<file path="config.mk">
export PLATFORM = sky130hd
export DESIGN_NAME = drive_fault_detector
export DESIGN_NICKNAME = d
export VERILOG_FILES = /design/src/shared/fault_detect_pkg.sv /design/src/rtl/drive_fault_detector.sv /design/src/rtl/fault_input_sync.sv
export SDC_FILE = /design/constraint.sdc
export NUM_CORES = 1
export LEC_CHECK = 0
export BUFFER_PORTS_ARGS = -buffer_cell sky130_fd_sc_hd__buf_2
export CORE_ASPECT_RATIO = 1.5
export CORE_UTILIZATION = 48
export DETAILED_ROUTE_END_ITERATION = 10
export GPL_ROUTABILITY_DRIVEN = 0
export GPL_TIMING_DRIVEN = 0
export HOLD_SLACK_MARGIN = 0.15
export MAX_ROUTING_LAYER = met4
export PLACE_DENSITY_LB_ADDON = 0.25
export SKIP_LAST_GASP = 1
export SLEW_MARGIN = 25
export SYNTH_ARGS = -nofsm -noshare
export SYNTH_HDL_FRONTEND = slang
export SYNTH_HIERARCHICAL = 1
export SYNTH_SLANG_ARGS = --single-unit
export TNS_END_PERCENT = 30
</file>
<file path="constraint.sdc">
create_clock -name sys_clk -period 1.5 [get_ports sys_clk]
set_input_delay 0.075 -clock sys_clk [delete_from_list [all_inputs] [get_ports sys_clk]]
set_output_delay 0.075 -clock sys_clk [all_outputs]
set_load 0.005 [all_outputs]
</file>
<file path="src/shared/fault_detect_pkg.sv">
// Constants shared by the drive fault detector and its input synchroniser.
package fault_detect_pkg;
  // Synchronised input vector layout.
  localparam int IDX_BOARD_OUT = 0;
  localparam int IDX_CHAMBER_OFF = 1;
  localparam int IDX_HEAT_HOT = 2;
  localparam int IDX_SPINDLE_FAULT = 3;
  localparam int IDX_SPINDLE_BOARD_OUT = 4;
  localparam int IDX_SETTLED_N = 5;
  localparam int IDX_WRITE = 6;
  localparam int IDX_READ_GATE = 7;
  localparam int IDX_AC_CURRENT = 8;
  localparam int IDX_MULTI_HEAD_N = 9;
  localparam int IDX_DC_CURRENT = 10;
  localparam int IDX_RETRACTED = 11;
  localparam int IDX_SUPPLY_LO = 12;
  localparam int SUPPLY_W = 7;
  localparam int SYNC_W = 19;
  // Supply bits: -36, -24, -12, +5, +12, +36 Vdc, 25 Vac.
  // Losing -12, +5, +12 or 25 Vac leaves no power to brake or unlock.
  localparam logic [SUPPLY_W-1:0] SUPPLY_MINOR_MASK = 7'h5c;
  // Active-low inputs idle high, so they leave reset inactive.
  localparam logic [SYNC_W-1:0] SYNC_INIT = 19'h00220;

  // Register bus.
  localparam int ADDR_W = 4;
  localparam int DATA_W = 8;
  localparam logic [ADDR_W-1:0] REG_EVENT = 4'h0;
  localparam logic [ADDR_W-1:0] REG_MASK = 4'h4;
  localparam logic [ADDR_W-1:0] REG_FAULT = 4'h8;
  localparam logic [ADDR_W-1:0] REG_CONTROL = 4'hc;

  // Event status and mask bits.
  localparam int EV_W = 4;
  localparam int EV_INTERLOCK = 0;
  localparam int EV_SOFT_FAULT = 1;
  localparam int EV_HARD_FAULT = 2;
  localparam int EV_RETRACTED = 3;
  localparam logic [EV_W-1:0] EV_RESET = 4'h0;
  localparam logic [EV_W-1:0] MASK_RESET = 4'h0;

  // Fault register fields; the drive fault flag sits at status bit 4.
  localparam int FLD_NO_ACCESS = 0;
  localparam int FLD_RW_CONFLICT = 1;
  localparam int FLD_NO_AC = 2;
  localparam int FLD_MULTI_HEAD = 3;
  localparam int FLD_DRIVE_FAULT = 4;
  localparam int FLD_INTERLOCK = 5;
  localparam int FLD_FULL_STOP = 6;
  localparam int CTL_CLEAR_STATUS = 0;

  typedef enum logic [1:0] {
    SEQ_IDLE = 2'b00,
    SEQ_UNLOAD = 2'b01,
    SEQ_HOLD = 2'b10,
    SEQ_STOP = 2'b11
  } seq_state_t;
endpackage
</file>
<file path="src/rtl/drive_fault_detector.sv">
// Interlock and read/write fault detection with the head-unload sequence.
//
// Notes on behaviour
// An interlock fault is any unseated board, open chamber, low supply, hot sink, spindle fault or absent spindle board.
// An interlock fault lights the interlock indicator and runs unload, brake and door unlock.
// A missing -12, +5, +12, 25 Vac supply or absent spindle board only unloads the heads.
// Four read/write faults exist, two non-destructive and two destructive.
// Writing while the heads are not settled latches the no-access fault if none is latched.
// Read gate rising during write latches the conflict fault if none is latched.
// A non-destructive fault drives its LED, both summaries, the lamp and status bit 4.
// Non-destructive latches clear on power-on, run or a clear-status command.
// Write mode without alternating current latches the no-AC fault if none is latched.
// A low multi-head select latches the multi-head fault if none is latched.
// Write current outside write mode latches both the no-AC and multi-head faults.
// A destructive fault drives both summaries, locks out others and unloads the heads only.
// Destructive latches clear only on power-on or run, never on clear-status.
// Unload lights the lamp, sets bit 4, retracts, drops ready and servo; braking follows retraction.
// Inputs are synchronised and only one read/write fault, or the R11 pair, can latch per cycle.
`timescale 1ns/1ps
`default_nettype none
module drive_fault_detector (
  // Clock, reset and enable
  input wire logic sys_clk,
  input wire logic rst,
  input wire logic ce,
  // Interlock chain and monitors (asynchronous)
  input wire logic board_unseated,
  input wire logic chamber_disconnected,
  input wire logic [fault_detect_pkg::SUPPLY_W-1:0] supply_low,
  input wire logic heatsink_hot,
  input wire logic spindle_fault,
  input wire logic spindle_board_absent,
  // Read/write monitors (asynchronous)
  input wire logic heads_settled_n,
  input wire logic write_mode,
  input wire logic read_gate_active,
  input wire logic alternating_write_current,
  input wire logic multi_head_select_n,
  input wire logic dc_write_current,
  input wire logic heads_retracted,
  // Clear sources (same clock)
  input wire logic power_on_start,
  input wire logic run_selected,
  input wire logic clear_status_command,
  // Fault indicators
  output logic interlock_fault_indicator_n,
  output logic no_access_write_led_n,
  output logic read_write_conflict_led_n,
  output logic no_ac_current_led_n,
  output logic multi_head_led_n,
  output logic nondestructive_fault_n,
  output logic destructive_fault_n,
  output logic any_write_fault_n,
  output logic drive_fault_lamp_n,
  output logic drive_fault_status,
  // Fault sequence commands
  output logic head_unload_cmd,
  output logic drive_ready_reset,
  output logic servo_disable,
  output logic spindle_stop_n,
  output logic door_unlock,
  // Register port
  input wire logic [fault_detect_pkg::ADDR_W-1:0] reg_addr,
  input wire logic [fault_detect_pkg::DATA_W-1:0] reg_wdata,
  input wire logic reg_wr,
  input wire logic reg_rd,
  output logic [fault_detect_pkg::DATA_W-1:0] reg_rdata,
  output logic irq
);
  logic [fault_detect_pkg::SYNC_W-1:0] sync_s;
  logic [fault_detect_pkg::SUPPLY_W-1:0] supply_s;
  logic settled_n_s, write_s, rgate_s, acw_s, mhs_n_s, dcw_s, retracted_s;
  logic rgate_prev_ff;
  logic interlock_fault_state, interlock_full_c, ilf_ff, full_req_ff;
  logic no_access_ff, rw_conflict_ff, no_ac_ff, multi_head_ff;
  logic soft_clear_pulse, hard_clear_pulse, ctl_clear;
  logic none_latched, set_dc, set_mh, set_ac, set_rw, set_ar;
  logic soft_any, hard_any;
  fault_detect_pkg::seq_state_t state_ff, nxt_state;
  logic [fault_detect_pkg::EV_W-1:0] event_ff, mask_ff, ev_c, ev_rd_clr;
  logic [fault_detect_pkg::DATA_W-1:0] rdata_ff;

  // input sync
  fault_input_sync fault_input_sync_i (
    .sys_clk(sys_clk),
    .rst(rst),
    .ce(ce),
    .async_in({supply_low, heads_retracted, dc_write_current, multi_head_select_n,
               alternating_write_current, read_gate_active, write_mode, heads_settled_n,
               spindle_board_absent, spindle_fault, heatsink_hot, chamber_disconnected,
               board_unseated}),
    .sync_out(sync_s)
  );

  assign supply_s = sync_s[fault_detect_pkg::IDX_SUPPLY_LO +: fault_detect_pkg::SUPPLY_W];
  assign settled_n_s = sync_s[fault_detect_pkg::IDX_SETTLED_N];
  assign write_s = sync_s[fault_detect_pkg::IDX_WRITE];
  assign rgate_s = sync_s[fault_detect_pkg::IDX_READ_GATE];
  assign acw_s = sync_s[fault_detect_pkg::IDX_AC_CURRENT];
  assign mhs_n_s = sync_s[fault_detect_pkg::IDX_MULTI_HEAD_N];
  assign dcw_s = sync_s[fault_detect_pkg::IDX_DC_CURRENT];
  assign retracted_s = sync_s[fault_detect_pkg::IDX_RETRACTED];

  // interlock chain
  assign interlock_fault_state = sync_s[fault_detect_pkg::IDX_BOARD_OUT]
    | sync_s[fault_detect_pkg::IDX_CHAMBER_OFF] | (|supply_s)
    | sync_s[fault_detect_pkg::IDX_HEAT_HOT] | sync_s[fault_detect_pkg::IDX_SPINDLE_FAULT]
    | sync_s[fault_detect_pkg::IDX_SPINDLE_BOARD_OUT];
  // unload-only causes
  assign interlock_full_c = interlock_fault_state
    & ~(|(supply_s & fault_detect_pkg::SUPPLY_MINOR_MASK))
    & ~sync_s[fault_detect_pkg::IDX_SPINDLE_BOARD_OUT];

  // clear sources
  assign ctl_clear = reg_wr && reg_addr == fault_detect_pkg::REG_CONTROL
    && reg_wdata[fault_detect_pkg::CTL_CLEAR_STATUS];
  assign hard_clear_pulse = power_on_start | run_selected;
  assign soft_clear_pulse = hard_clear_pulse | clear_status_command | ctl_clear;

  // priority lockout
  assign none_latched = ~(no_access_ff | rw_conflict_ff | no_ac_ff | multi_head_ff);
  // write current outside write
  assign set_dc = none_latched & dcw_s & ~write_s;
  // multi head
  assign set_mh = none_latched & ~mhs_n_s & ~set_dc;
  // no alternating current
  assign set_ac = none_latched & write_s & ~acw_s & ~set_dc & ~set_mh;
  // read during write
  assign set_rw = none_latched & write_s & rgate_s & ~rgate_prev_ff & ~set_dc & ~set_mh
    & ~set_ac;
  // write without access ready
  assign set_ar = none_latched & write_s & settled_n_s & ~set_dc & ~set_mh & ~set_ac
    & ~set_rw;

  always_ff @(posedge sys_clk) begin
    if (rst) begin
      rgate_prev_ff <= 1'b0;
      ilf_ff <= 1'b0;
    end else if (ce) begin
      rgate_prev_ff <= rgate_s;
      ilf_ff <= interlock_fault_state;
    end
  end

  // four fault latches
  // soft latches, set wins
  always_ff @(posedge sys_clk) begin
    if (rst) begin
      no_access_ff <= 1'b0;
      rw_conflict_ff <= 1'b0;
    end else if (ce) begin
      no_access_ff <= set_ar | (no_access_ff & ~soft_clear_pulse);
      rw_conflict_ff <= set_rw | (rw_conflict_ff & ~soft_clear_pulse);
    end
  end

  // hard latches, set wins
  always_ff @(posedge sys_clk) begin
    if (rst) begin
      no_ac_ff <= 1'b0;
      multi_head_ff <= 1'b0;
    end else if (ce) begin
      no_ac_ff <= set_ac | set_dc | (no_ac_ff & ~hard_clear_pulse);
      multi_head_ff <= set_mh | set_dc | (multi_head_ff & ~hard_clear_pulse);
    end
  end

  assign soft_any = no_access_ff | rw_conflict_ff;
  assign hard_any = no_ac_ff | multi_head_ff;

  // indicator outputs
  assign no_access_write_led_n = ~no_access_ff;
  assign read_write_conflict_led_n = ~rw_conflict_ff;
  assign no_ac_current_led_n = ~no_ac_ff;
  assign multi_head_led_n = ~multi_head_ff;
  assign nondestructive_fault_n = ~soft_any;
  assign destructive_fault_n = ~hard_any;
  assign any_write_fault_n = none_latched;
  // interlock indicator
  assign interlock_fault_indicator_n = ~ilf_ff;
  // lamp and bit 4
  assign drive_fault_status = soft_any | (state_ff != fault_detect_pkg::SEQ_IDLE);
  assign drive_fault_lamp_n = ~drive_fault_status;

  // The full-stop request outlives the interlock so a brief dip still stops the spindle.
  always_ff @(posedge sys_clk) begin
    if (rst) begin
      full_req_ff <= 1'b0;
    end else if (ce) begin
      full_req_ff <= interlock_full_c | (full_req_ff & ~(hard_clear_pulse & ~ilf_ff));
    end
  end
  // unload then optional stop
  always_comb begin
    nxt_state = state_ff;
    case (state_ff)
      fault_detect_pkg::SEQ_IDLE: begin
        if (ilf_ff || hard_any) begin
          nxt_state = fault_detect_pkg::SEQ_UNLOAD;
        end
      end
      fault_detect_pkg::SEQ_UNLOAD: begin
        if (retracted_s) begin
          nxt_state = full_req_ff ? fault_detect_pkg::SEQ_STOP : fault_detect_pkg::SEQ_HOLD;
        end
      end
      fault_detect_pkg::SEQ_HOLD: begin
        if (full_req_ff) begin
          nxt_state = fault_detect_pkg::SEQ_STOP;
        end
      end
      fault_detect_pkg::SEQ_STOP: nxt_state = fault_detect_pkg::SEQ_STOP;
      default: begin
        nxt_state = fault_detect_pkg::SEQ_IDLE;
      end
    endcase
    if (hard_clear_pulse && !ilf_ff) begin
      nxt_state = fault_detect_pkg::SEQ_IDLE;
    end
  end

  always_ff @(posedge sys_clk) begin
    if (rst) begin
      state_ff <= fault_detect_pkg::SEQ_IDLE;
    end else if (ce) begin
      state_ff <= nxt_state;
    end
  end

  // sequence commands
  assign head_unload_cmd = state_ff != fault_detect_pkg::SEQ_IDLE;
  assign drive_ready_reset = state_ff != fault_detect_pkg::SEQ_IDLE;
  assign servo_disable = state_ff != fault_detect_pkg::SEQ_IDLE;
  // brake and door after retraction
  assign spindle_stop_n = state_ff != fault_detect_pkg::SEQ_STOP;
  assign door_unlock = state_ff == fault_detect_pkg::SEQ_STOP;

  // Events for the interrupt status register.
  assign ev_c[fault_detect_pkg::EV_INTERLOCK] = interlock_fault_state & ~ilf_ff;
  assign ev_c[fault_detect_pkg::EV_SOFT_FAULT] = set_ar | set_rw;
  assign ev_c[fault_detect_pkg::EV_HARD_FAULT] = set_ac | set_mh | set_dc;
  assign ev_c[fault_detect_pkg::EV_RETRACTED] = (state_ff == fault_detect_pkg::SEQ_UNLOAD)
    & retracted_s;
  assign ev_rd_clr = (reg_rd && reg_addr == fault_detect_pkg::REG_EVENT) ? event_ff : '0;

  // A read clears only what it returned; a new event in that cycle survives.
  always_ff @(posedge sys_clk) begin
    if (rst) begin
      event_ff <= fault_detect_pkg::EV_RESET;
    end else if (ce) begin
      event_ff <= (event_ff & ~ev_rd_clr) | ev_c;
    end
  end

  always_ff @(posedge sys_clk) begin
    if (rst) begin
      mask_ff <= fault_detect_pkg::MASK_RESET;
    end else if (ce && reg_wr && reg_addr == fault_detect_pkg::REG_MASK) begin
      mask_ff <= reg_wdata[fault_detect_pkg::EV_W-1:0];
    end
  end

  assign irq = |(event_ff & mask_ff);

  always_ff @(posedge sys_clk) begin
    if (rst) begin
      rdata_ff <= '0;
    end else if (ce) begin
      rdata_ff <= '0;
      if (reg_rd && reg_addr == fault_detect_pkg::REG_EVENT) begin
        rdata_ff[fault_detect_pkg::EV_W-1:0] <= event_ff;
      end else if (reg_rd && reg_addr == fault_detect_pkg::REG_MASK) begin
        rdata_ff[fault_detect_pkg::EV_W-1:0] <= mask_ff;
      end else if (reg_rd && reg_addr == fault_detect_pkg::REG_FAULT) begin
        rdata_ff[fault_detect_pkg::FLD_NO_ACCESS] <= no_access_ff;
        rdata_ff[fault_detect_pkg::FLD_RW_CONFLICT] <= rw_conflict_ff;
        rdata_ff[fault_detect_pkg::FLD_NO_AC] <= no_ac_ff;
        rdata_ff[fault_detect_pkg::FLD_MULTI_HEAD] <= multi_head_ff;
        rdata_ff[fault_detect_pkg::FLD_DRIVE_FAULT] <= drive_fault_status;
        rdata_ff[fault_detect_pkg::FLD_INTERLOCK] <= ilf_ff;
        rdata_ff[fault_detect_pkg::FLD_FULL_STOP] <= full_req_ff;
      end
    end
  end
  assign reg_rdata = rdata_ff;
endmodule
`default_nettype wire

</file>
<file path="src/rtl/fault_input_sync.sv">
// Two-stage synchroniser for all asynchronous fault inputs.
`timescale 1ns/1ps
`default_nettype none
module fault_input_sync (
  // Clock, reset and enable
  input wire logic sys_clk,
  input wire logic rst,
  input wire logic ce,
  // Raw and synchronised inputs
  input wire logic [fault_detect_pkg::SYNC_W-1:0] async_in,
  output logic [fault_detect_pkg::SYNC_W-1:0] sync_out
);
  logic [fault_detect_pkg::SYNC_W-1:0] meta_ff;

  // The first stage feeds only the second stage.
  always_ff @(posedge sys_clk) begin
    if (rst) begin
      meta_ff <= fault_detect_pkg::SYNC_INIT;
      sync_out <= fault_detect_pkg::SYNC_INIT;
    end else if (ce) begin
      meta_ff <= async_in;
      sync_out <= meta_ff;
    end
  end
endmodule
`default_nettype wire

</file>
==> out/metrics.csv, run 1 <==
metric;value;unit
coreArea;5205;um2
clkPwrFrac;42.6;%
netlist_area;2626;um2
endpoint;state_ff[0]$_SDFFE_PP0P_;
ys_warn_count;6;
worst_slack;0.05201;ns
path_clk_slew;0.07;ns
max-clock-path-buffers;2;
critPathLaunchType;flip-flop;
busiest_layer;met2;
seqPwrFrac;46.4;%
grt_overflow;0;
async_reset_ff_share;0;%
cp-end-kind;flip-flop;
grt_max_degree;11;
hold_violations;0;
syn_nets;315;
drtAntennaViolNets;0;
synth_cell_type_count;42;
drtPass1Iterations;5;
port-buffer-count;57;
pre_cts_ws;-0.009409;ns
worstReg2RegEnd;state_ff[0]$_SDFFE_PP0P_;
switchingPower;0.0008480;W
r2r-start;no_ac_ff$_SDFFE_PP0P_;
dp_hpwl;4.190;mm
r2r_slack;0.05;ns
comb_power_share;11.0;%
syn_inst;276;
p_int;0.002956;W
critPathMaxFanout;6;
area_growth;32.87;%
total_power;0.003804;W
skew;0.008937;ns
multi_input_area;1212;um2
insertion_delay;0.33;ns
start_util;50.46;%
ir_drop;767.7;uV
nNetsFinal;409;
use_met3;5.665;%
die_h;92.60;um
regArea;1245;um2
setup_viol;0;
track_usage;23.44;%
maxCapViolations;0;
timing.final.crit_share;96.53;%
max_slew.worst_pin.slew;0.5227;ns
yosysSeqAreaShare;47.26;%
fmax;690.6;MHz
antenna_found_initial;0;
arrival;1.65;ns
pin_count;63;
diodes;0;
ys.flop_type;dfxtp_1;
dp.cells;401;
cts_tree;yes;
synth_edf_count;0;
p_per_area;1090;nW/um2
root_buffer;clkbuf_8;
cts-htree-levels;3;
vias;2318;
wl_per_cell;13.55;um
cts_buffers;9;
grt_pass1_wl;10.06;mm
drt-total-wl;5.989;mm
drive_gt1_share;24.87;%
leakage;1.571;nW
post-route-min-period;1.448;ns
crit_type;reg2reg;
holdWs;0.1607;ns
rsz0062_at_grt;false;
startpoint;no_ac_ff$_SDFFE_PP0P_;
use_met2;41.76;%
slew_headroom;65.16;%
stdcell_count;442;
drv_slew;0;
status;finished, final reports clean;
initialDrtViolationCount;231;
syn_area_per_cell;9.515;um2
placementRows;32;
post_cts_buffers;0;
rr_worst_depth;4;
min_path_type;in2reg;
cts.sinks;62;
grt_pass1_vias;2277;
final_cell_mix;buf_2 (59), dfxtp_1 (59), nor2_1 (50);
use_met1;23.68;%
drc;0;
required;1.70;ns
synth_seq_cells;62;
switching_share;22.29;%
dieArea;5777;um2
die_x;62.40;um
nFillCells;419;
via_per_inst;5.244;
cells by family after synthesis:
logic type	share of synthesized area [%]
AO/OA/AOI/OAI	11.15
buffers and inverters	6.813
flip-flops	47.26
multiplexers	15.25
other	0.1428
AND/OR/NAND/NOR	19.39
stage by stage:
stage	area [um2]	setup TNS, ns	util [%]
3_3_place_gp	2997	-0.007098	57.57
5_1_grt	3490	0	67.04
3_5_place_dp	2997	-0.009409	57.57
6_report	3490	0	67.04
4_1_cts	3481	0	66.88
2_1_floorplan	2626	0	-
worst max-delay path: stages, from the launching register on:
cell and delay [ns]:
dfxtp_2 0.36, or4_4 0.55, a32oi_1 0.21, o2bb2ai_1 0.13, a21oi_1 0.07
registers in the layout (all words and copies together), names as in the netlist, 2 cells and up:
signal                       cells
state_ff                         2
reg_rdata                        7
mask_ff                          4
fault_input_sync_i/sync_out     19
event_ff                         4
fault_input_sync_i/meta_ff      19
worst min path at each step:
stage                             start                                    endpoint  slack (ns)  depth (start not counted)
detailed placement  multi_head_select_n  fault_input_sync_i/meta_ff[9]$_SDFFE_PP1P_        0.29                          2
global route             power_on_start                    full_req_ff$_SDFFE_PP0P_        0.19                          4
finish                   power_on_start                    state_ff[1]$_SDFFE_PP0P_        0.16                          4
global placement        heads_settled_n  fault_input_sync_i/meta_ff[5]$_SDFFE_PP1P_        0.28                          2
floorplan                           rst                   reg_rdata[0]$_SDFFE_PP0P_        0.17                          1
CTS                      power_on_start                    full_req_ff$_SDFFE_PP0P_        0.16                          4
routing by layer:
metal,wire [um],part of all wire [%],up-vias
met4,137,2.3,0
li1,-,-,1147
met5,0,0,-
met3,335,5.6,12
met1,2350,39,1074
met2,3164,53,85
repair_timing:
item	in CTS	in global routing
pin swaps	0	1
hold buffers	26	0
hold endpoints to repair	26	0
setup endpoints to repair	1	3
gates resized for setup	1	4
cell usage after synthesis, types with 2 or more instances:
master / count / area [um2]
nor2_1: 51 / 191.4
nor3_1: 4 / 20.02
nor2b_1: 12 / 75.07
nand3_1: 4 / 20.02
a21oi_1: 12 / 60.06
o21ai_0: 4 / 20.02
inv_1: 10 / 37.54
a211o_1: 4 / 35.03
dfxtp_1: 62 / 1241
mux2i_1: 40 / 400.4
o22ai_1: 5 / 31.28
a22oi_1: 9 / 67.56
buf_1: 2 / 7.510
a32oi_1: 2 / 17.52
buf_12: 2 / 40.04
nand4_1: 3 / 18.77
nand2b_1: 6 / 37.54
buf_2: 2 / 10.01
and3_1: 3 / 18.77
nand2_1: 8 / 30.03
clkbuf_1: 6 / 22.52
a22o_1: 2 / 17.52
buf_4: 4 / 30.03
final cells by class:
cell class | instances | share of cell area [%]
inverters | 10 | 1.076
clock buffers | 12 | 4.446
clock inverters | 3 | 1.936
flip-flops and latches | 62 | 35.68
repair buffers | 83 | 15.63
well taps | 68 | 2.438
plain buffers | 19 | 4.052
multi-input cells | 185 | 34.74
power groups by stage:
stage / clock network (W) / logic, W / registers [W]
2_1_floorplan: 0 / 0.000243 / 0.00178
3_3_place_gp: 0 / 0.000355 / 0.00180
3_5_place_dp: 0 / 0.000360 / 0.00180
4_1_cts: 0.00165 / 0.000413 / 0.00176
5_1_grt: 0.00173 / 0.000463 / 0.00177
6_report: 0.00162 / 0.000419 / 0.00177
Note: power is estimated with default switching activity, not from simulation.
==> run 2, diff against run 1 <==
--- a/config.mk
+++ b/config.mk
@@ -7,7 +7,7 @@
 export LEC_CHECK = 0
 export BUFFER_PORTS_ARGS = -buffer_cell sky130_fd_sc_hd__buf_2
 export CORE_ASPECT_RATIO = 1.5
-export CORE_UTILIZATION = 48
+export CORE_UTILIZATION = 39
 export DETAILED_ROUTE_END_ITERATION = 10
 export GPL_ROUTABILITY_DRIVEN = 0
 export GPL_TIMING_DRIVEN = 0
==> run 2 against run 1 <==
  * Combinational power decreased by 1%
  * Highest routed layer unchanged
  * Largest power group unchanged
  * Critical endpoint is now rw_conflict_ff$_SDFFE_PP0P_
  * Maximum frequency decreased by 1.5%
  * Largest cell class unchanged
  * Worst setup slack worse by 0.022 ns
  * Hold slack improved by 0.0061 ns
==> out/metrics.csv, run 2 (same netlist as run 1, synthesis figures left out) <==
metric;value;unit
drive_gt1_share;24.60;%
die_h;102.5;um
ir_drop;993.2;uV
startpoint;rw_conflict_ff$_SDFFE_PP0P_;
root_buffer;clkbuf_8;
initialDrtViolationCount;146;
dp.cells;409;
crit_type;reg2reg;
final_cell_mix;dfxtp_1 (60), buf_2 (59), nor2_1 (50);
rsz0062_at_grt;true;
setup_viol;0;
critical-path-top-delay-family;simple AND/OR/NAND/NOR gates;
drtPass1Iterations;4;
worst_slack;0.02993;ns
path_buf_inv;0;
grt_pass1_wl;9.722;mm
drtAntennaViolNets;0;
via_per_inst;5.018;
placementRows;36;
clkPwrFrac;42.8;%
status;finished, final reports clean;
start_util;40.49;%
skew;0.007767;ns
p_int;0.002945;W
mostFrequentLayoutCell;dfxtp_1;
cts.sinks;62;
pin_count;63;
grt_max_degree;11;
timing.final.crit_share;98.00;%
post_cts_buffers;0;
comb_power_share;10.9;%
drt-total-wl;6.035;mm
grt_overflow;0;
die_x;69;um
r2r-start;rw_conflict_ff$_SDFFE_PP0P_;
critPathLaunchType;flip-flop;
vias;2258;
nFillCells;606;
maxCapViolations;0;
grt_pass1_vias;2141;
max-clock-path-buffers;2;
switching_share;22.66;%
track_usage;18.35;%
drc;0;
path_clk_slew;0.07;ns
dp_hpwl;4.309;mm
nNetsFinal;409;
diodes;0;
cts_tree;yes;
coreArea;6486;um2
cp-end-kind;flip-flop;
fmax;680.2;MHz
leakage;1.577;nW
stdcell_count;450;
fin_util;53.86;%
drv_slew;0;
total_power;0.003808;W
area_growth;33.02;%
cts_buffers;9;
post-route-min-period;1.470;ns
cpPeakStageDelay;0.44;ns
max_slew.worst_pin.slew;0.5271;ns
antenna_found_initial;0;
wl_per_cell;13.41;um
min_path_type;in2reg;
cts-htree-levels;3;
p_per_area;1090;nW/um2
critPathMaxFanout;5;
crit_slowest_cell;nor4_2;
switchingPower;0.0008628;W
slew_headroom;64.86;%
holdCritStartpoint;run_selected;
hold_violations;0;
insertion_delay;0.34;ns
seqPwrFrac;46.3;%
arrival;1.75;ns
dieArea;7073;um2
worstPathCellList;nor4_2 > nand2_2 > nor4b_4 > a22o_1;
required;1.78;ns
pre_cts_ws;-0.02575;ns
port-buffer-count;57;
## run 2: cell types whose count changed in the layout (fill, tap and decap cells not counted)
cell / before / now
dfxtp_2: 3 / 2
or4_4: 1 / 0
dfxtp_1: 59 / 60
clkinv_2: 0 / 2
clkinvlp_4: 1 / 0
clkbuf_1: 7 / 6
or4_1: 0 / 1
## run 2: area by class of cell
class / instances / area (um2) / area share (%)
clock inverters: 4 / 70.07 / 2.006
repair buffers: 83 / 545.5 / 15.62
clock buffers: 11 / 151.4 / 4.334
multi-input cells: 185 / 1209 / 34.60
plain buffers: 19 / 141.4 / 4.047
well taps: 76 / 95.09 / 2.722
flip-flops and latches: 62 / 1244 / 35.60
inverters: 10 / 37.54 / 1.074
## run 2: path summary, 6_finish.rpt
| check | end | slack (ns) | cells past startpoint |
|---|---|---|---|
| min | full_req_ff$_SDFFE_PP0P_ | 0.17 | 4 |
| min reg2reg | reg_rdata[6]$_SDFFE_PP0P_ | 0.47 | 2 |
| max reg2reg | rw_conflict_ff$_SDFFE_PP0P_ | 0.03 | 4 |
| max | rw_conflict_ff$_SDFFE_PP0P_ | 0.03 | 4 |
## run 2: metrics by stage
stage / TNS [ns] / cell area [um2] / hold slack [ns]
final: 0 / 3493 / 0.1668
after global routing: -0.01891 / 3493 / 0.1833
after CTS: 0 / 3490 / 0.1545
after detailed placement: -0.02684 / 3007 / 0.2918
after global placement: -0.03383 / 3007 / 0.2871
after floorplan: 0 / 2626 / 0.1693
## run 2: per-layer routing
layer  GRT usage, %  vias to the layer above  routed length, um
met5              -                        -                  0
met4          10.05                        0                156
met3          4.985                       12                288
met2          31.89                       72               3061
met1          18.86                     1033               2528
li1               -                     1141                  -
## run 2: power by group through the flow
stage	combinational, W	sequential (W)	clock, W
2_1_floorplan	0.000243	0.00178	0
3_3_place_gp	0.000359	0.00180	0
3_5_place_dp	0.000364	0.00180	0
4_1_cts	0.000416	0.00176	0.00167
5_1_grt	0.000459	0.00177	0.00173
6_report	0.000414	0.00176	0.00163
## run 2: tightest hold or removal path, stage by stage
cell and delay [ns]:
buf_2 0.10, nor2_2 0.06, o21ai_0 0.16, a21oi_1 0.06
## run 2: timing repair
item,4_1_cts,5_1_grt
resized for setup,1,2
endpoints found under the hold margin,25,0
hold buffers,26,0
endpoints found under the setup margin,1,4
